`src/inc/atcs_regs.vh`:
```
/*
  register offsets, field positions, reset values and timing counts of the
  asynchronous timer clock and synchronisation block.
  assumes: included by bare name from the design files.
*/
`ifndef ATCS_REGS_VH
`define ATCS_REGS_VH

////////////////////////////////////////////////////////////////////////////////
// register offsets (byte addresses, one word each)
`define ATCS_ADDR_W 8
`define ATCS_OFF_COUNTER 8'h00
`define ATCS_OFF_COMPARE_A 8'h04
`define ATCS_OFF_COMPARE_B 8'h08
`define ATCS_OFF_CTRL_A 8'h0c
`define ATCS_OFF_CTRL_B 8'h10
`define ATCS_OFF_STATUS 8'h14
`define ATCS_OFF_GEN_CTRL 8'h18
`define ATCS_OFF_FLAGS 8'h1c
`define ATCS_OFF_IRQ_EN 8'h20

////////////////////////////////////////////////////////////////////////////////
// async_status_register fields
`define ATCS_ST_CTRL_B_BUSY 0
`define ATCS_ST_CTRL_A_BUSY 1
`define ATCS_ST_CMP_B_BUSY 2
`define ATCS_ST_CMP_A_BUSY 3
`define ATCS_ST_CNT_BUSY 4
`define ATCS_ST_ASYNC_SEL 5

// general_timer_control fields
`define ATCS_GC_PRESC_RST 0

// flag and irq enable fields
`define ATCS_FL_OVF 0
`define ATCS_FL_CMP_A 1
`define ATCS_FL_CMP_B 2

// timer_control_regs fields
`define ATCS_CA_COM_HI 7
`define ATCS_CA_COM_LO 6
`define ATCS_CA_CTC 1
`define ATCS_CB_CS_HI 2
`define ATCS_CB_CS_LO 0

// compare output actions
`define ATCS_COM_TOGGLE 2'h1
`define ATCS_COM_CLEAR 2'h2
`define ATCS_COM_SET 2'h3

////////////////////////////////////////////////////////////////////////////////
// reset values and timing
`define ATCS_RST_BYTE 8'h00
`define ATCS_OSC_EDGES 2'h2
`define ATCS_FLAG_SYNC_STAGES 3
`define ATCS_PRESC_W 10

`endif

```
`src/design/atcs_top.v`:
```
/*
  clock source selection, prescaler and asynchronous synchronisation for an
  8-bit timer: holding registers, busy flags, counter shadow, flag sync,
  sleep and wake handling, compare output.
  assumes: all inputs synchronous to core_clk_in; the oscillator pin level is
  sampled here, so the core clock must run well above the oscillator.
*/
// The implementer's own choices: the placing of the registers and the plain strobed port.
// Functional notes
// - sync mode: timer clock is an enable
// - async writes land after two oscillator edges
// - five registers each own holding register
// - status register shows per-register busy flags
// - compare match suppressed during compare/counter writes
// - re-entered sleep in same cycle wakes again
// - oscillator runs when async selected, except in power-down
// - timer registers lost after power-down wake
// - wake starts on next timer clock
// - counter read through shadow, refreshed per edge
// - flag sync: three cycles plus timer cycle
// - compare pin changes on timer clock
// - source defaults to I/O clock
// - oscillator pins detached when async selected
// - prescaler: stop, 1, 8..1024 selections
// - prescaler reset bit resets prescaler
`timescale 1ns/1ps
`include "atcs_regs.vh"

module atcs_top
(
  input wire core_clk_in,
  input wire nrst_in,
  input wire [7:0] addr_in,
  input wire [7:0] wr_data_in,
  input wire wr_in,
  input wire rd_in,
  output reg [7:0] rd_data_out,
  input wire osc_input_pin_in,
  input wire sleep_in,
  input wire power_down_in,
  output reg osc_enable_out,
  output reg port_detach_out,
  output reg compare_out,
  output reg wake_out
);

  ////////////////////////////////////////////////////////////////////////////
  // reset release
  reg rst_meta_q;
  reg rst_n_q;

  always @(posedge core_clk_in or negedge nrst_in)
  begin
    if (!nrst_in)
    begin
      rst_meta_q <= 1'b0;
      rst_n_q <= 1'b0;
    end
    else
    begin
      rst_meta_q <= 1'b1;
      rst_n_q <= rst_meta_q;
    end
  end

  ////////////////////////////////////////////////////////////////////////////
  // declarations
  reg async_clock_select_q;
  reg osc_prev_q;
  reg [7:0] async_counter_value_q;
  reg [7:0] shadow_q;
  reg [2:0] flags_q;
  reg [2:0] irq_en_q;
  reg [2:0] ev_pipe_q [0:`ATCS_FLAG_SYNC_STAGES-1];
  reg wake_pend_q;
  reg lost_q;
  wire wr_cnt;
  wire wr_cmp_a;
  wire wr_cmp_b;
  wire wr_ctl_a;
  wire wr_ctl_b;
  wire osc_edge;
  wire src_en;
  wire tick;
  wire presc_clr;
  wire lost;
  wire [7:0] cnt_hold;
  wire [7:0] compare_value_a;
  wire [7:0] compare_value_b;
  wire [7:0] ctrl_a;
  wire [7:0] ctrl_b;
  wire counter_update_busy;
  wire compare_update_busy_a;
  wire compare_update_busy_b;
  wire control_update_busy_a;
  wire control_update_busy_b;
  wire cnt_xfer;
  wire cmp_block;
  wire match_a;
  wire match_b;
  wire ovf;
  wire [2:0] events;
  wire [2:0] flag_set;
  wire [2:0] flag_clr;
  wire [7:0] status;
  integer i;

  function is_wr;
    input [7:0] addr;
    input [7:0] off;
    input wr;
    begin
      is_wr = wr & (addr == off);
    end
  endfunction

  ////////////////////////////////////////////////////////////////////////////
  // clock source
  // the oscillator only runs when selected and not in a deep sleep mode
  always @(posedge core_clk_in or negedge rst_n_q)
  begin
    if (!rst_n_q)
    begin
      osc_enable_out <= 1'b0;
      port_detach_out <= 1'b0;
      osc_prev_q <= 1'b0;
    end
    else
    begin
      osc_enable_out <= async_clock_select_q & ~power_down_in;
      port_detach_out <= async_clock_select_q;
      osc_prev_q <= osc_input_pin_in;
    end
  end

  assign osc_edge = osc_input_pin_in & ~osc_prev_q & osc_enable_out;
  assign src_en = async_clock_select_q ? osc_edge : 1'b1;

  assign presc_clr = is_wr(addr_in, `ATCS_OFF_GEN_CTRL, wr_in) &
                     wr_data_in[`ATCS_GC_PRESC_RST];

  atcs_prescaler u_presc
  (
    .clk_in(core_clk_in),
    .rst_n_in(rst_n_q),
    .src_en_in(src_en),
    .clr_in(presc_clr),
    .sel_in(ctrl_b[`ATCS_CB_CS_HI:`ATCS_CB_CS_LO]),
    .tick_out(tick)
  );

  ////////////////////////////////////////////////////////////////////////////
  // holding registers, one each for counter, compare A/B and control A/B
  assign wr_cnt = is_wr(addr_in, `ATCS_OFF_COUNTER, wr_in);
  assign wr_cmp_a = is_wr(addr_in, `ATCS_OFF_COMPARE_A, wr_in);
  assign wr_cmp_b = is_wr(addr_in, `ATCS_OFF_COMPARE_B, wr_in);
  assign wr_ctl_a = is_wr(addr_in, `ATCS_OFF_CTRL_A, wr_in);
  assign wr_ctl_b = is_wr(addr_in, `ATCS_OFF_CTRL_B, wr_in);
  // entering power-down clears the timer registers to zero
  assign lost = power_down_in & ~lost_q;

  atcs_hold #(.W(8)) u_hold_cnt
  (
    .clk_in(core_clk_in),
    .rst_n_in(rst_n_q),
    .lost_in(lost),
    .wr_in(wr_cnt),
    .wdata_in(wr_data_in),
    .async_in(async_clock_select_q),
    .osc_edge_in(osc_edge),
    .value_out(cnt_hold),
    .busy_out(counter_update_busy),
    .xfer_out(cnt_xfer)
  );

  atcs_hold #(.W(8)) u_hold_cmp_a
  (
    .clk_in(core_clk_in),
    .rst_n_in(rst_n_q),
    .lost_in(lost),
    .wr_in(wr_cmp_a),
    .wdata_in(wr_data_in),
    .async_in(async_clock_select_q),
    .osc_edge_in(osc_edge),
    .value_out(compare_value_a),
    .busy_out(compare_update_busy_a),
    .xfer_out()
  );

  atcs_hold #(.W(8)) u_hold_cmp_b
  (
    .clk_in(core_clk_in),
    .rst_n_in(rst_n_q),
    .lost_in(lost),
    .wr_in(wr_cmp_b),
    .wdata_in(wr_data_in),
    .async_in(async_clock_select_q),
    .osc_edge_in(osc_edge),
    .value_out(compare_value_b),
    .busy_out(compare_update_busy_b),
    .xfer_out()
  );

  atcs_hold #(.W(8)) u_hold_ctl_a
  (
    .clk_in(core_clk_in),
    .rst_n_in(rst_n_q),
    .lost_in(lost),
    .wr_in(wr_ctl_a),
    .wdata_in(wr_data_in),
    .async_in(async_clock_select_q),
    .osc_edge_in(osc_edge),
    .value_out(ctrl_a),
    .busy_out(control_update_busy_a),
    .xfer_out()
  );

  atcs_hold #(.W(8)) u_hold_ctl_b
  (
    .clk_in(core_clk_in),
    .rst_n_in(rst_n_q),
    .lost_in(lost),
    .wr_in(wr_ctl_b),
    .wdata_in(wr_data_in),
    .async_in(async_clock_select_q),
    .osc_edge_in(osc_edge),
    .value_out(ctrl_b),
    .busy_out(control_update_busy_b),
    .xfer_out()
  );

  ////////////////////////////////////////////////////////////////////////////
  // counter and compare units, all stepping on the timer tick
  // a half-written compare value or counter must not produce a spurious match
  assign cmp_block = counter_update_busy | compare_update_busy_a |
                     compare_update_busy_b | cnt_xfer;
  assign match_a = tick & ~cmp_block & (async_counter_value_q == compare_value_a);
  assign match_b = tick & ~cmp_block & (async_counter_value_q == compare_value_b);
  assign ovf = tick & (async_counter_value_q == 8'hff) &
               ~(match_a & ctrl_a[`ATCS_CA_CTC]);
  assign events = {match_b, match_a, ovf};

  always @(posedge core_clk_in or negedge rst_n_q)
  begin
    if (!rst_n_q)
    begin
      async_counter_value_q <= `ATCS_RST_BYTE;
      compare_out <= 1'b0;
      lost_q <= 1'b0;
    end
    else
    begin
      lost_q <= power_down_in;
      if (lost)
      begin
        async_counter_value_q <= `ATCS_RST_BYTE;
        compare_out <= 1'b0;
      end
      else if (cnt_xfer)
      begin
        async_counter_value_q <= cnt_hold;
      end
      else if (tick)
      begin
        if (match_a && ctrl_a[`ATCS_CA_CTC])
        begin
          async_counter_value_q <= 8'h00;
        end
        else
        begin
          async_counter_value_q <= async_counter_value_q + 8'h01;
        end
        // pin follows the timer tick directly, with no flag-style sync stages
        if (match_a)
        begin
          case (ctrl_a[`ATCS_CA_COM_HI:`ATCS_CA_COM_LO])
            `ATCS_COM_TOGGLE: compare_out <= ~compare_out;
            `ATCS_COM_CLEAR: compare_out <= 1'b0;
            `ATCS_COM_SET: compare_out <= 1'b1;
            default: compare_out <= compare_out;
          endcase
        end
      end
    end
  end

  ////////////////////////////////////////////////////////////////////////////
  // counter shadow: in async mode no refresh while the core sleeps, so it reads stale after
  // wake until the next oscillator edge
  always @(posedge core_clk_in or negedge rst_n_q)
  begin
    if (!rst_n_q)
    begin
      shadow_q <= `ATCS_RST_BYTE;
    end
    else if (!async_clock_select_q)
    begin
      shadow_q <= async_counter_value_q;
    end
    else if (osc_edge && !sleep_in)
    begin
      shadow_q <= async_counter_value_q;
    end
  end

  ////////////////////////////////////////////////////////////////////////////
  // interrupt flags: async events take extra core cycles to land
  always @(posedge core_clk_in or negedge rst_n_q)
  begin
    if (!rst_n_q)
    begin
      for (i = 0; i < `ATCS_FLAG_SYNC_STAGES; i = i + 1)
      begin
        ev_pipe_q[i] <= 3'h0;
      end
    end
    else
    begin
      ev_pipe_q[0] <= async_clock_select_q ? events : 3'h0;
      for (i = 1; i < `ATCS_FLAG_SYNC_STAGES; i = i + 1)
      begin
        ev_pipe_q[i] <= ev_pipe_q[i-1];
      end
    end
  end

  assign flag_set = async_clock_select_q ? ev_pipe_q[`ATCS_FLAG_SYNC_STAGES-1] : events;
  assign flag_clr = is_wr(addr_in, `ATCS_OFF_FLAGS, wr_in) ? wr_data_in[2:0] : 3'h0;

  always @(posedge core_clk_in or negedge rst_n_q)
  begin
    if (!rst_n_q)
    begin
      flags_q <= 3'h0;
      irq_en_q <= 3'h0;
      async_clock_select_q <= 1'b0;
    end
    else
    begin
      // a new event beats a clear in the same cycle
      flags_q <= (flags_q & ~flag_clr) | flag_set;
      if (is_wr(addr_in, `ATCS_OFF_IRQ_EN, wr_in))
      begin
        irq_en_q <= wr_data_in[2:0];
      end
      if (is_wr(addr_in, `ATCS_OFF_STATUS, wr_in))
      begin
        async_clock_select_q <= wr_data_in[`ATCS_ST_ASYNC_SEL];
      end
    end
  end

  ////////////////////////////////////////////////////////////////////////////
  // wake: a pending enabled flag is taken up at the next timer clock and
  // stays up, so sleeping again before it is cleared wakes at once
  always @(posedge core_clk_in or negedge rst_n_q)
  begin
    if (!rst_n_q)
    begin
      wake_pend_q <= 1'b0;
      wake_out <= 1'b0;
    end
    else
    begin
      wake_pend_q <= |(flags_q & irq_en_q);
      if (!wake_pend_q)
      begin
        wake_out <= 1'b0;
      end
      else if (src_en)
      begin
        wake_out <= 1'b1;
      end
    end
  end

  ////////////////////////////////////////////////////////////////////////////
  // register read
  assign status = {2'h0, async_clock_select_q, counter_update_busy,
                   compare_update_busy_a, compare_update_busy_b,
                   control_update_busy_a, control_update_busy_b};

  always @(posedge core_clk_in or negedge rst_n_q)
  begin
    if (!rst_n_q)
    begin
      rd_data_out <= 8'h00;
    end
    else if (rd_in)
    begin
      case (addr_in)
        `ATCS_OFF_COUNTER: rd_data_out <= shadow_q;
        `ATCS_OFF_COMPARE_A: rd_data_out <= compare_value_a;
        `ATCS_OFF_COMPARE_B: rd_data_out <= compare_value_b;
        `ATCS_OFF_CTRL_A: rd_data_out <= ctrl_a;
        `ATCS_OFF_CTRL_B: rd_data_out <= ctrl_b;
        `ATCS_OFF_STATUS: rd_data_out <= status;
        `ATCS_OFF_FLAGS: rd_data_out <= {5'h00, flags_q};
        `ATCS_OFF_IRQ_EN: rd_data_out <= {5'h00, irq_en_q};
        default: rd_data_out <= 8'h00;
      endcase
    end
    else
    begin
      rd_data_out <= 8'h00;
    end
  end

endmodule

```
`src/design/atcs_prescaler.v`:
```
/*
  prescaler: counts source enables and gives a timer tick at the selected
  division (stop, 1, 8, 32, 64, 128, 256, 1024).
  assumes: clock, synchronised reset and source enable come from the top.
*/
`timescale 1ns/1ps
`include "atcs_regs.vh"

module atcs_prescaler
(
  input wire clk_in,
  input wire rst_n_in,
  input wire src_en_in,
  input wire clr_in,
  input wire [2:0] sel_in,
  output wire tick_out
);

  reg [`ATCS_PRESC_W-1:0] count_q;
  wire [`ATCS_PRESC_W-1:0] mask;

  function [`ATCS_PRESC_W-1:0] div_mask;
    input [2:0] sel;
    begin
      case (sel)
        3'h2: div_mask = 10'h007;
        3'h3: div_mask = 10'h01f;
        3'h4: div_mask = 10'h03f;
        3'h5: div_mask = 10'h07f;
        3'h6: div_mask = 10'h0ff;
        3'h7: div_mask = 10'h3ff;
        default: div_mask = 10'h000;
      endcase
    end
  endfunction

  assign mask = div_mask(sel_in);
  assign tick_out = src_en_in & (sel_in != 3'h0) & ((count_q & mask) == mask);

  always @(posedge clk_in or negedge rst_n_in)
  begin
    if (!rst_n_in)
    begin
      count_q <= 10'h000;
    end
    else if (clr_in)
    begin
      count_q <= 10'h000;
    end
    else if (src_en_in)
    begin
      count_q <= count_q + 10'h001;
    end
  end

endmodule

```
`src/design/atcs_hold.v`:
```
/*
  holding register with update-busy flag for one timer register.
  synchronous mode writes straight through; asynchronous mode parks the
  value and moves it after two oscillator rising edges.
  assumes: osc_edge_in is a one-cycle pulse per oscillator rising edge.
*/
`timescale 1ns/1ps
`include "atcs_regs.vh"

module atcs_hold
#(
  parameter W = 8
)
(
  input wire clk_in,
  input wire rst_n_in,
  input wire lost_in,
  input wire wr_in,
  input wire [W-1:0] wdata_in,
  input wire async_in,
  input wire osc_edge_in,
  output wire [W-1:0] value_out,
  output wire busy_out,
  output wire xfer_out
);

  reg [W-1:0] value_q;
  reg [W-1:0] held_q;
  reg busy_q;
  reg [1:0] edges_q;
  reg xfer_q;

  assign value_out = value_q;
  assign busy_out = busy_q;
  assign xfer_out = xfer_q;

  always @(posedge clk_in or negedge rst_n_in)
  begin
    if (!rst_n_in)
    begin
      value_q <= {W{1'b0}};
      held_q <= {W{1'b0}};
      busy_q <= 1'b0;
      edges_q <= 2'h0;
      xfer_q <= 1'b0;
    end
    else
    begin
      xfer_q <= 1'b0;
      if (lost_in)
      begin
        value_q <= {W{1'b0}};
        held_q <= {W{1'b0}};
        busy_q <= 1'b0;
        edges_q <= 2'h0;
      end
      else if (wr_in)
      begin
        if (async_in)
        begin
          held_q <= wdata_in;
          busy_q <= 1'b1;
          edges_q <= 2'h0;
        end
        else
        begin
          value_q <= wdata_in;
          xfer_q <= 1'b1;
        end
      end
      else if (busy_q && osc_edge_in)
      begin
        if (edges_q == `ATCS_OSC_EDGES - 2'h1)
        begin
          value_q <= held_q;
          busy_q <= 1'b0;
          xfer_q <= 1'b1;
        end
        else
        begin
          edges_q <= edges_q + 2'h1;
        end
      end
    end
  end

endmodule

```
`config.mk`:
```
export PLATFORM = sky130hd
export DESIGN_NAME = atcs_top
export DESIGN_NICKNAME = d
export VERILOG_FILES = /design/src/design/atcs_top.v /design/src/design/atcs_prescaler.v /design/src/design/atcs_hold.v
export VERILOG_INCLUDE_DIRS = /design/src /design/src/inc
export SDC_FILE = /design/constraint.sdc
export NUM_CORES = 1
export LEC_CHECK = 0
export BUFFER_PORTS_ARGS = -buffer_cell sky130_fd_sc_hd__buf_4
export CAP_MARGIN = 25
export CORE_MARGIN = 2
export CORE_UTILIZATION = 40
export CTS_CLUSTER_SIZE = 25
export DETAILED_ROUTE_END_ITERATION = 12
export PLACE_DENSITY = 0.67
export RECOVER_POWER = 25
export SYNTH_ARGS = -nofsm -noshare
export SYNTH_HDL_FRONTEND = slang
export SYNTH_HIERARCHICAL = 1
export SYNTH_SLANG_ARGS = --single-unit
```
`constraint.sdc`:
```
create_clock -name core_clk_in -period 14.2 [get_ports core_clk_in]
set_clock_uncertainty 0.1 [all_clocks]
set_input_delay 2.84 -clock core_clk_in [delete_from_list [all_inputs] [get_ports core_clk_in]]
set_output_delay 2.84 -clock core_clk_in [all_outputs]
set_load 0.01 [all_outputs]
```
== Yosys cells after proc, flatten, opt, wreduce, memory -nomap -nowiden ==
Cells that the tools add are included.

* Bitwise logic cells: 36
* Mux-type cells: 101
* Add/subtract/negate cells: 7
* Reductions and logical operators: 53
* Equality and inequality tests: 44

{| class="wikitable"
|+ Operators with widths
! cell !! count
|-
| $mux W8 || 39
|-
| $pmux W8 S8 || 1
|-
| $pmux W10 S6 || 1
|-
| $reduce_and A3 Y1 || 15
|-
| $mux W2 || 21
|-
| $reduce_bool A3 Y1 || 12
|-
| $mux W1 || 33
|-
| $eq A8 B5 Y1 const B || 4
|-
| $ne A3 B3 Y1 const B || 10
|-
| $and A1 B1 Y1 || 22
|-
| $mux W10 || 2
|-
| $reduce_bool A2 Y1 || 9
|-
| $eq A8 B4 Y1 const B || 2
|-
| $eq A8 B8 Y1 || 2
|-
| $ne A3 B2 Y1 const B || 5
|-
| $eq A2 B1 Y1 const B || 6
|-
| $eq A3 B3 Y1 const B || 4
|-
| $add A10 B1 Y10 const B || 1
|-
| $add A2 B1 Y2 const B || 5
|-
| $and A10 B10 Y10 || 1
|-
| $eq A10 B10 Y1 || 1
|-
| $reduce_and A2 Y1 || 5
|-
| $mux W3 || 3
|-
| $add A8 B1 Y8 const B || 1
|-
| 19 further kinds || 36
|}

* Bits of input ports: 23
* Register bits after elaboration: 155
* Logic and storage cells: 281
* Output and inout port bits: 12

== Longest topological paths before layout ==
Gate-level depths: netlist (run 1).

* Word-level depth: 13
* Depth in mapped cells: 12
* Gate-level depth less buffers: 11

== Modules after synthesis ==
The synthesis (run 1) kept the hierarchy.

{| class="wikitable"
|+ Modules (own cells, without submodules)
! module !! area an instance (um^2) !! cells each !! instances
|-
| atcs_hold || 968.4 || 93 || 5
|-
| atcs_top || 2,755.1 || 265 || 1
|-
| atcs_prescaler || 571.8 || 59 || 1
|}

== Least setup slack after synthesis (run 1) ==
Ideal clock, no wire load.

* Path kind: input port to flip-flop
* Start point: input port osc_input_pin_in
* End point: register compare_out
* Path buffers: 1
* Data required time: 13.917 ns
* Data arrival time: 5.367 ns
* Setup time: 0.183 ns
* Slack: 8.550 ns
* Cell stages on the path: 12
* Cells stage by stage: nand2_1 > or2_2 > nand2_1 > buf_2 > nand2_1 > a311o_1 > a32oi_1 > nand2b_2 > or4_4 > nor4b_4 > mux2i_1 > a21oi_1

* Longest elaborated chain between the ends: 9
* Elaborated cells between the ends (all ways): 10
* Classes of those cells: 1 x mux; 6 x bitwise; 3 x reduce/logical

{| class="wikitable"
|+ Ends and longest elaborated chain
! element !! line !! RTL
|-
| start, declared || atcs_top.v:38 || <nowiki>input wire osc_input_pin_in,</nowiki>
|-
| $and A1 B1 Y1 * (2 in a row) || atcs_top.v:136 || <nowiki>assign osc_edge = osc_input_pin_in & ~osc_prev_q & osc_enable_out;</nowiki>
|-
| $mux W1 * || atcs_top.v:137 || <nowiki>assign src_en = async_clock_select_q ? osc_edge : 1'b1;</nowiki>
|-
| named net src_en || atcs_top.v:83 || <nowiki>wire src_en;</nowiki>
|-
| $and A1 B1 Y1 * (2 in a row) || atcs_prescaler.v:38 || <nowiki>assign tick_out = src_en_in & (sel_in != 3'h0) & ((count_q & mask) == mask);</nowiki>
|-
| named net tick || atcs_top.v:84 || <nowiki>wire tick;</nowiki>
|-
| $and A1 B1 Y1 (2 in a row) || atcs_top.v:237 || <nowiki>assign match_a = tick & ~cmp_block & (async_counter_value_q == compare_value_a);</nowiki>
|-
| $reduce_bool A2 Y1 (no source line) || n/a ||
|-
| $reduce_and A4 Y1 (no source line) * || n/a ||
|-
| end signal, assigned || atcs_top.v:277 || <nowiki>`ATCS_COM_TOGGLE: compare_out <= ~compare_out;</nowiki>
|-
| end signal, assigned || atcs_top.v:280 || <nowiki>default: compare_out <= compare_out;</nowiki>
|-
| end, declared || atcs_top.v:43 || <nowiki>output reg compare_out,</nowiki>
|}

Mark *: on every way through the listed nets, which the timed path passes. The rest lies on a longest branch.
A chain may end at the register's enable or synchronous reset.

== Worst setup path after layout (run 1) ==
* Start point: input port osc_input_pin_in
* End point: register async_counter_value_q[7]

* Longest elaborated chain between the ends: 12
* Elaborated cells between the ends (all ways): 13
* Classes of those cells: 5 x mux; 6 x bitwise; 2 x reduce/logical

{| class="wikitable"
|+ Ends and longest elaborated chain
! element !! line !! RTL
|-
| $and A1 B1 Y1 * (2 in a row) || atcs_top.v:136 ||
|-
| $mux W1 * || atcs_top.v:137 ||
|-
| named net src_en || atcs_top.v:83 ||
|-
| $and A1 B1 Y1 * (2 in a row) || atcs_prescaler.v:38 ||
|-
| named net tick || atcs_top.v:84 ||
|-
| $and A1 B1 Y1 (2 in a row) || atcs_top.v:237 ||
|-
| $logic_and A1 B1 Y1 || atcs_top.v:265 || <nowiki>if (match_a && ctrl_a[`ATCS_CA_CTC])</nowiki>
|-
| $mux W8 || atcs_top.v:265 ||
|-
| $mux W8 || atcs_top.v:263 || <nowiki>else if (tick)</nowiki>
|-
| $mux W8 || atcs_top.v:259 || <nowiki>else if (cnt_xfer)</nowiki>
|-
| $mux W8 || atcs_top.v:254 || <nowiki>if (lost)</nowiki>
|-
| end signal, assigned || atcs_top.v:256 || <nowiki>async_counter_value_q <= `ATCS_RST_BYTE;</nowiki>
|-
| end signal, assigned || atcs_top.v:261 || <nowiki>async_counter_value_q <= cnt_hold;</nowiki>
|-
| end signal, assigned || atcs_top.v:271 || <nowiki>async_counter_value_q <= async_counter_value_q + 8'h01;</nowiki>
|-
| end, declared || atcs_top.v:70 || <nowiki>reg [7:0] async_counter_value_q;</nowiki>
|}

Mark *: on every way through the listed nets, which the timed path passes. The rest lies on a longest branch. The select of a mux whose other input is x is not followed.

==> out/results.tsv, run 1 <==
metric	value	unit
Top reg by flops	u_presc/count_q	
clk root buf	clkbuf_16	
Setup crit start kind	input pin	
internal power	807	uW
via count of the first global-routing pass	5762	
CTS tree	yes	
failing checks	max-capacitance violations, max-slew violations	
Die H	146	um
largest registers	u_presc/count_q (10), ev_pipe_q (9)	
power per cell area	119	nW/um2
max-cap violations	1	
post-cts sizing count	0	
net switching power	284	uW
final setup vio count	0	
Core Region	19600	um2
net count reported at finish	820	
crit path DAT	5.93	ns
Sequential Power Share	0.454	
initial antenna violation count	0	
total CTS buffers	17	
clock latency on the worst-skew pair	0.43	ns
CP max FO	9	
worst setup path startpoint	osc_input_pin_in	
syn_area_per_cell	10.3	um2
sw frac	0.261	
die area	21200	um2
setup slack, reg-to-reg	9.93	ns
Iter 0 DRT Violations	623	
DRT Pass-1 Iters	5	
FP Rows	51	
maximum VDD drop	0.0789	mV
most common cell after layout, fill and taps aside	dfrtp_1	
final-report hold violation count	0	
commonest cells after routing, fill and taps aside	dfrtp_1 (154), nand2_1 (77), mux2_2 (68)	
hold buffer count at cts	0	
# clock sinks	155	
Synth Cell Area	8040	um2
PortBufs	34	
Post-DP HPWL	12.9	mm
Longest Clk Path Bufs	2	
drt wl/cell	18.8	um
Rel. slew slack	-1.26	
Pleak	3.87	nW
Initial Utilization	0.410	
first-pass GRT wire length	32.3	mm
max frequency	174	MHz
Slew @ Worst Pin	3.40	ns
fin cells	1067	
Placed Cells incl. Taps	1032	
clock-pin slew on the worst setup and hold paths	0.06	ns
synthesized net count	808	
synthesis warning total	6	
drt drc	0	
DR vias/cell	5.66	
Setup CP Type	input pin to flop	
global placement routability congestion	0.899	
share of cells above drive strength 1	0.219	
Post-Place Worst Slack	8.06	ns
Fin Setup TNS	0	ns
combinational power share	0.111	
setup bufs post-CTS	0	
H-tree lvl count	4	
Final Total Pwr	1.09	mW
diode count	0	
global router's overall resource usage	0.193	
vias	6035	
status	complete, but fails checks	
HP Class	flop to async pin	
Slew Limit Fails	65	
Post-Synthesis Cells	777	
DRT antenna net count	0	
area grow syn2layout	13.6	%
num ports	35	
GR Overflow Total	0	
Worst Path Required	14.37	ns
CP endpoint kind	flop	
RSZ-0062 raised after global routing	false	
largest net degree at the start of global routing	80	
clock power share	0.434	
max reg flops	10	
die width	146	um
Final period util	0.406	
final wirelength	20.0	mm
min Tclk post-route	5.76	ns
Final WS setup	8.44	ns
RR Startpoint	rst_n_q$_DFF_PN0_	
path summary, 6_finish.rpt:
path / endpoint / cells past startpoint
min in group core_clk_in: ev_pipe_q[5]$_DFF_PN0_ / 0
max in group asynchronous: async_clock_select_q$_DFFE_PN0P_ / 1
setup reg to reg: async_clock_select_q$_DFFE_PN0P_ / 1
hold / removal: u_hold_ctl_a/held_q[0]$_DFFE_PN0P_ / 0
setup / recovery: async_counter_value_q[7]$_DFFE_PN0P_ / 12
hold reg to reg: u_hold_ctl_a/held_q[0]$_DFFE_PN0P_ / 0
power groups by stage:
stage	combinational (mW)	sequential [mW]	clock (mW)
floorplan	0.0825	0.502	0
global placement	0.112	0.506	0
detailed placement	0.118	0.506	0
CTS	0.118	0.499	0.483
global route	0.137	0.499	0.501
finish	0.122	0.496	0.474
final cells by class:
cell class              instances  area [um2]
fillers                      1849       10500
multi-input cells             558        3900
flip-flops and latches        155        3880
clock buffers                  19         453
repair buffers                 45         362
well taps                     265         332
clock inverters                13         165
inverters                      12        45.0
layer usage:
metal	global-route usage	vias to the layer above	share of wire	wire [um]
met1	0.276	3040	0.46	9260
met2	0.284	173	0.45	9050
met3	0.0476	27	0.065	1290
met4	0.0696	0	0.022	435
li1	-	2795	-	-
met5	0	-	0	0
metrics by stage:
step,hold slack (ns),cell area [um2],util
floorplan,0.231,8040,-
global placement,0.231,8470,0.433
detailed placement,0.235,8470,0.433
CTS,0.247,9090,0.464
global route,0.222,9130,0.466
finish,0.165,9130,0.466
critical path, stage by stage:
cell and delay (ns):
buf_4 0.08, nand2_1 0.03, or2_2 0.30, nand2_1 0.31, nand2_1 0.10, a311o_1 0.33, a32oi_1 0.62, nand2b_2 0.15
or4_4 0.50, nor3_4 0.29, a211o_2 0.26, o22ai_1 0.10
Power figures use the tool's default switching activity.
==> run 2, diff against run 1 <==
ABC_AREA = 1   (was not set)
PLACE_DENSITY = 0.69   (was 0.67)
clock period = 5 ns   (was 14.2 ns; I/O delays follow)
==> out/results.tsv, run 2 <==
metric	value	unit	change
Worst Path Required	5.21	ns	-9.16 ns
Initial Utilization	0.410		about the same
clk root buf	clkbuf_16		
failing checks	max-capacitance violations, max-slew violations		
Placed Cells incl. Taps	1366		+32%
Final WS setup	1.76	ns	-6.68 ns
Synth Cell Area	8350	um2	+3.9%
post-route cell area	9420	um2	+3.1%
DRT Pass-1 Iters	5		unchanged
vias	7144		+18%
hold buffer count at cts	0		unchanged
PortBufs	34		unchanged
Slew Limit Fails	68		+4.6%
FP Rows	52		+2.0%
GR Overflow Total	0		unchanged
setup bufs post-CTS	0		unchanged
largest net degree at the start of global routing	68		-15%
die width	149	um	+1.9%
Post-Synthesis Cells	1077		+39%
met1 track demand over resource	0.304		+0.0284
grt met2 use	0.298		+0.0137
net count reported at finish	1147		+40%
DR vias/cell	5.11		-9.7%
Fin Setup TNS	0	ns	unchanged
clock latency on the worst-skew pair	0.42	ns	about the same
Top reg by flops	u_presc/count_q		
crit path DAT	3.45	ns	-2.48 ns
final wirelength	21.5	mm	+7.3%
Final period util	0.648		
DRT antenna net count	0		unchanged
# clock sinks	155		unchanged
H-tree lvl count	4		unchanged
global router's overall resource usage	0.205		+0.0119
Util after Layout	0.463		-0.00372
die area	22100	um2	+3.8%
busiest grt layer	met1		
min Tclk post-route	3.24	ns	
Die H	149	um	+1.9%
status	complete, but fails checks		
Post-DP HPWL	14.8	mm	+15%
final setup vio count	0		unchanged
max reg flops	10		unchanged
diode count	0		unchanged
share of cells above drive strength 1	0.114		-0.105
Hold Slack	0.247	ns	+0.0825 ns
Slew @ Worst Pin	2.68	ns	-0.713 ns
synthesized net count	1108		+37%
first-pass GRT wire length	35.3	mm	+9.3%
fin cells	1398		+31%
via count of the first global-routing pass	6615		+15%
path depth of the worst reg2reg path	1		unchanged
final-report hold violation count	0		unchanged
power per cell area	347	nW/um2	+190%
synthesis warning total	6		unchanged
CTS tree	yes		
initial antenna violation count	0		unchanged
Final Total Pwr	3.27	mW	+200%
area grow syn2layout	12.7	%	
DP Area	8830	um2	+4.2%
max-cap violations	1		unchanged
Core Region	20400	um2	+4.0%
post-cts sizing count	0		unchanged
CP endpoint kind	flop		
clock-pin slew on the worst setup and hold paths	0.06	ns	about the same
Setup CP Type	input pin to flop		
Rel. slew slack	-0.789		+0.475
Setup crit start kind	input pin		
CP max FO	9		unchanged
num ports	35		unchanged
drt wl/cell	15.4	um	-18%
syn_area_per_cell	7.76	um2	-25%
Pleak	4.85	nW	+26%
commonest cells after routing, fill and taps aside	nand2_1 (340), nand3_1 (168), dfrtp_1 (155)		
HP Class	input pin to async pin		
max frequency	309	MHz	
Iter 0 DRT Violations	538		-14%
global placement routability congestion	0.949		+5.6%
largest registers	u_presc/count_q (10), ev_pipe_q (9)		
Longest Clk Path Bufs	2		unchanged
total CTS buffers	17		unchanged
maximum VDD drop	0.228	mV	+190%
GR Util met3	0.0436		-0.00409
RSZ-0062 raised after global routing	false		
Post-Place Worst Slack	1.46	ns	-6.59 ns
most common cell after layout, fill and taps aside	nand2_1		
drt drc	0		unchanged
[run 2: layout make-up]
class | count | area (um2)
Fill cell | 2012 | 10900
Sequential cell | 155 | 3880
Multi-Input combinational cell | 764 | 3760
Inverter | 132 | 508
Clock buffer | 25 | 485
Tap cell | 270 | 338
Timing Repair Buffer | 46 | 334
Clock inverter | 6 | 111
[run 2: per-layer routing]
| metal | wire (um) | vias up |
|---|---|---|
| met5 | 0 | - |
| met4 | 450 | 0 |
| met3 | 1390 | 27 |
| met2 | 9350 | 216 |
| met1 | 10300 | 3355 |
| li1 | - | 3546 |
[run 2: worst max-delay path: stages]
cell and delay (ns):
clkbuf_4 0.10, nand2_1 0.08, o21ai_0 0.51, inv_1 0.15
nor2_1 0.12, o21ai_0 0.08, a21oi_1 0.30, inv_1 0.13
nor2_1 0.18, nand4_1 0.13, inv_1 0.16, nand4_4 0.19
nand3_1 0.11, nand2_1 0.06, nand2_1 0.07, nand2_1 0.07
[run 2: where the power goes]
part	leakage [nW]	switching, mW	internal, mW
clock	0.288	0.493	0.823
sequential	2.07	0.103	1.36
combinational	2.49	0.312	0.177
total	4.85	0.907	2.36
[run 2: final timing paths]
kind | start | end | slack, ns
max | osc_input_pin_in | async_counter_value_q[3]$_DFFE_PN0P_ | 1.76
min | nrst_in | rst_n_q$_DFF_PN0_ | 0.25
max reg2reg | rst_n_q$_DFF_PN0_ | u_hold_ctl_b/value_out[4]$_DFFE_PN0P_ | 2.00
min reg2reg | ev_pipe_q[4]$_DFF_PN0_ | ev_pipe_q[1]$_DFF_PN0_ | 0.25
max in group asynchronous | rst_n_q$_DFF_PN0_ | u_hold_ctl_b/value_out[4]$_DFFE_PN0P_ | 2.00
min in group core_clk_in | ev_pipe_q[4]$_DFF_PN0_ | ev_pipe_q[1]$_DFF_PN0_ | 0.25
==> run 3, diff against run 2 <==
PLACE_DENSITY = 0.67   (was 0.69)
clock period = 3.3 ns   (was 5 ns; I/O delays follow)
==> out/results.tsv, run 3 (synthesis gave the netlist of run 2 again) <==
metric	value	unit	change
Core Region	20400	um2	unchanged
CP endpoint kind	flop		
min Tclk post-route	2.88	ns	
clk root buf	clkbuf_16		
most common cell after layout, fill and taps aside	nand2_1		
max frequency	348	MHz	
Setup CP Type	flop to flop		
DR vias/cell	5.08		-0.61%
die area	22100	um2	unchanged
PortBufs	34		unchanged
failing checks	max-capacitance violations, max-slew violations		
hold path start	ev_pipe_q[4]$_DFF_PN0_		
HP Class	flop to flop		
Fin Setup TNS	0	ns	unchanged
Worst Hold End	ev_pipe_q[1]$_DFF_PN0_		
max-cap violations	2		+1
setup slack, reg-to-reg	0.42	ns	-1.58 ns
hold buffer count at cts	1		+1
Initial Utilization	0.410		unchanged
metal3 WL	1.16	mm	-17%
power per cell area	529	nW/um2	+52%
Placed Cells incl. Taps	1372		+0.44%
Iter 0 DRT Violations	568		+5.6%
path depth of the worst reg2reg path	5		+4
final setup vio count	0		unchanged
DR WL met2	9.58	mm	+2.5%
GR Overflow Total	0		unchanged
largest registers	u_presc/count_q (10), ev_pipe_q (9)		
fin cells	1405		+0.50%
via count of the first global-routing pass	6631		+0.24%
net count reported at finish	1153		+0.52%
commonest cells after routing, fill and taps aside	nand2_1 (340), nand3_1 (168), dfrtp_1 (155)		
post-cts sizing count	0		unchanged
H-tree lvl count	4		unchanged
Longest Clk Path Bufs	2		unchanged
clock-pin slew on the worst setup and hold paths	0.06	ns	about the same
Hold Path Depth	0		
fillers	2008		-0.20%
RSZ-0062 raised after global routing	false		
setup bufs post-CTS	0		unchanged
M1 WL	10.5	mm	+2.3%
clock latency on the worst-skew pair	0.43	ns	about the same
DRT antenna net count	0		unchanged
Worst Path Required	3.56	ns	-1.65 ns
Setup crit start kind	flop		
Pleak	4.90	nW	+0.87%
global router's overall resource usage	0.210		+0.00493
total CTS buffers	17		unchanged
drt wl/cell	15.6	um	+1.2%
vias	7136		-0.11%
FF-to-FF End	rd_data_out[5]$_DFF_PN0_		
share of cells above drive strength 1	0.122		+0.00811
CP max FO	18		+9
drt drc	0		unchanged
DR top layer	met4		
initial antenna violation count	0		unchanged
# clock sinks	155		unchanged
largest net degree at the start of global routing	53		-22%
final wirelength	21.9	mm	+1.7%
global placement routability congestion	0.958		+0.94%
FP Rows	52		unchanged
RR Startpoint	async_clock_select_q$_DFFE_PN0P_		
first-pass GRT wire length	35.8	mm	+1.5%
diode count	0		unchanged
max reg flops	10		unchanged
final-report hold violation count	0		unchanged
num ports	35		unchanged
Die H	149	um	unchanged
Final period util	0.872		
maximum VDD drop	0.339	mV	+49%
Rel. slew slack	-0.412		+0.377
CTS tree	yes		
crit path DAT	3.14	ns	-0.31 ns
Post-DP HPWL	15.2	mm	+2.8%
Slew Limit Fails	71		+4.4%
area grow syn2layout	13.7	%	
status	complete, but fails checks		
Slew @ Worst Pin	2.12	ns	-0.566 ns
die width	149	um	unchanged
Top reg by flops	u_presc/count_q		
DRT Pass-1 Iters	5		unchanged
## run 3: cell count changes in the layout (fill, tap and decap cells not counted), moves of 2 or more
cell | previous run | this run
clkbuf_1 | 8 | 4
clkinvlp_4 | 1 | 3
clkbuf_8 | 3 | 5
buf_4 | 42 | 45
inv_6 | 0 | 3
## run 3: report_power, final
part,switching [mW],internal [mW]
Sequential,0.158,2.06
Clock,0.826,1.23
Combinational,0.479,0.273
## run 3: critical path: stages, from the launching register on
cell      delay [ns]
dfrtp_1         0.34
clkbuf_1        1.29
inv_1           0.56
o211ai_1        0.33
nor2_1          0.10
nor2_1          0.09
## run 3: final cells by class
type / count / area [um2] / share of cell area
Multi-Input combinational cell: 764 / 3760 / 0.396
Sequential cell: 155 / 3880 / 0.408
Inverter: 132 / 508 / 0.0535
Timing Repair Buffer: 52 / 390 / 0.0411
Tap cell: 270 / 338 / 0.0356
Clock inverter: 10 / 129 / 0.0136
Clock buffer: 22 / 494 / 0.0520
## run 3: routing by layer
metal  GRT usage  up-vias
met4      0.0800        0
met5           0        -
met2       0.308      179
met1       0.304     3365
met3      0.0445       30
li1            -     3562
## run 3: worst max path at each step
stage / from / to / slack, ns / cells past startpoint
6_report: async_clock_select_q$_DFFE_PN0P_ / rd_data_out[5]$_DFF_PN0_ / 0.42 / 5
4_1_cts: osc_enable_out$_DFF_PN0_ / async_counter_value_q[4]$_DFFE_PN0P_ / 0.84 / 15
3_5_place_dp: osc_input_pin_in / async_counter_value_q[4]$_DFFE_PN0P_ / 0.46 / 16
2_1_floorplan: rst_n_q$_DFF_PN0_ / async_clock_select_q$_DFFE_PN0P_ / 0.63 / 0
3_3_place_gp: osc_input_pin_in / async_counter_value_q[4]$_DFFE_PN0P_ / 0.55 / 16
5_1_grt: async_clock_select_q$_DFFE_PN0P_ / rd_data_out[5]$_DFF_PN0_ / 0.31 / 5
## run 3: through the flow
stage	power (mW)	cell area [um2]	worst slack (ns)	hold WS, ns	util
6_report	5.02	9500	0.422	0.247	0.467
5_1_grt	5.30	9500	0.310	0.256	0.467
4_1_cts	5.07	9520	0.836	0.234	0.467
3_5_place_dp	3.00	8890	0.464	0.235	0.436
3_3_place_gp	2.97	8890	0.552	0.232	0.436
2_1_floorplan	2.77	8360	0.632	0.231	-
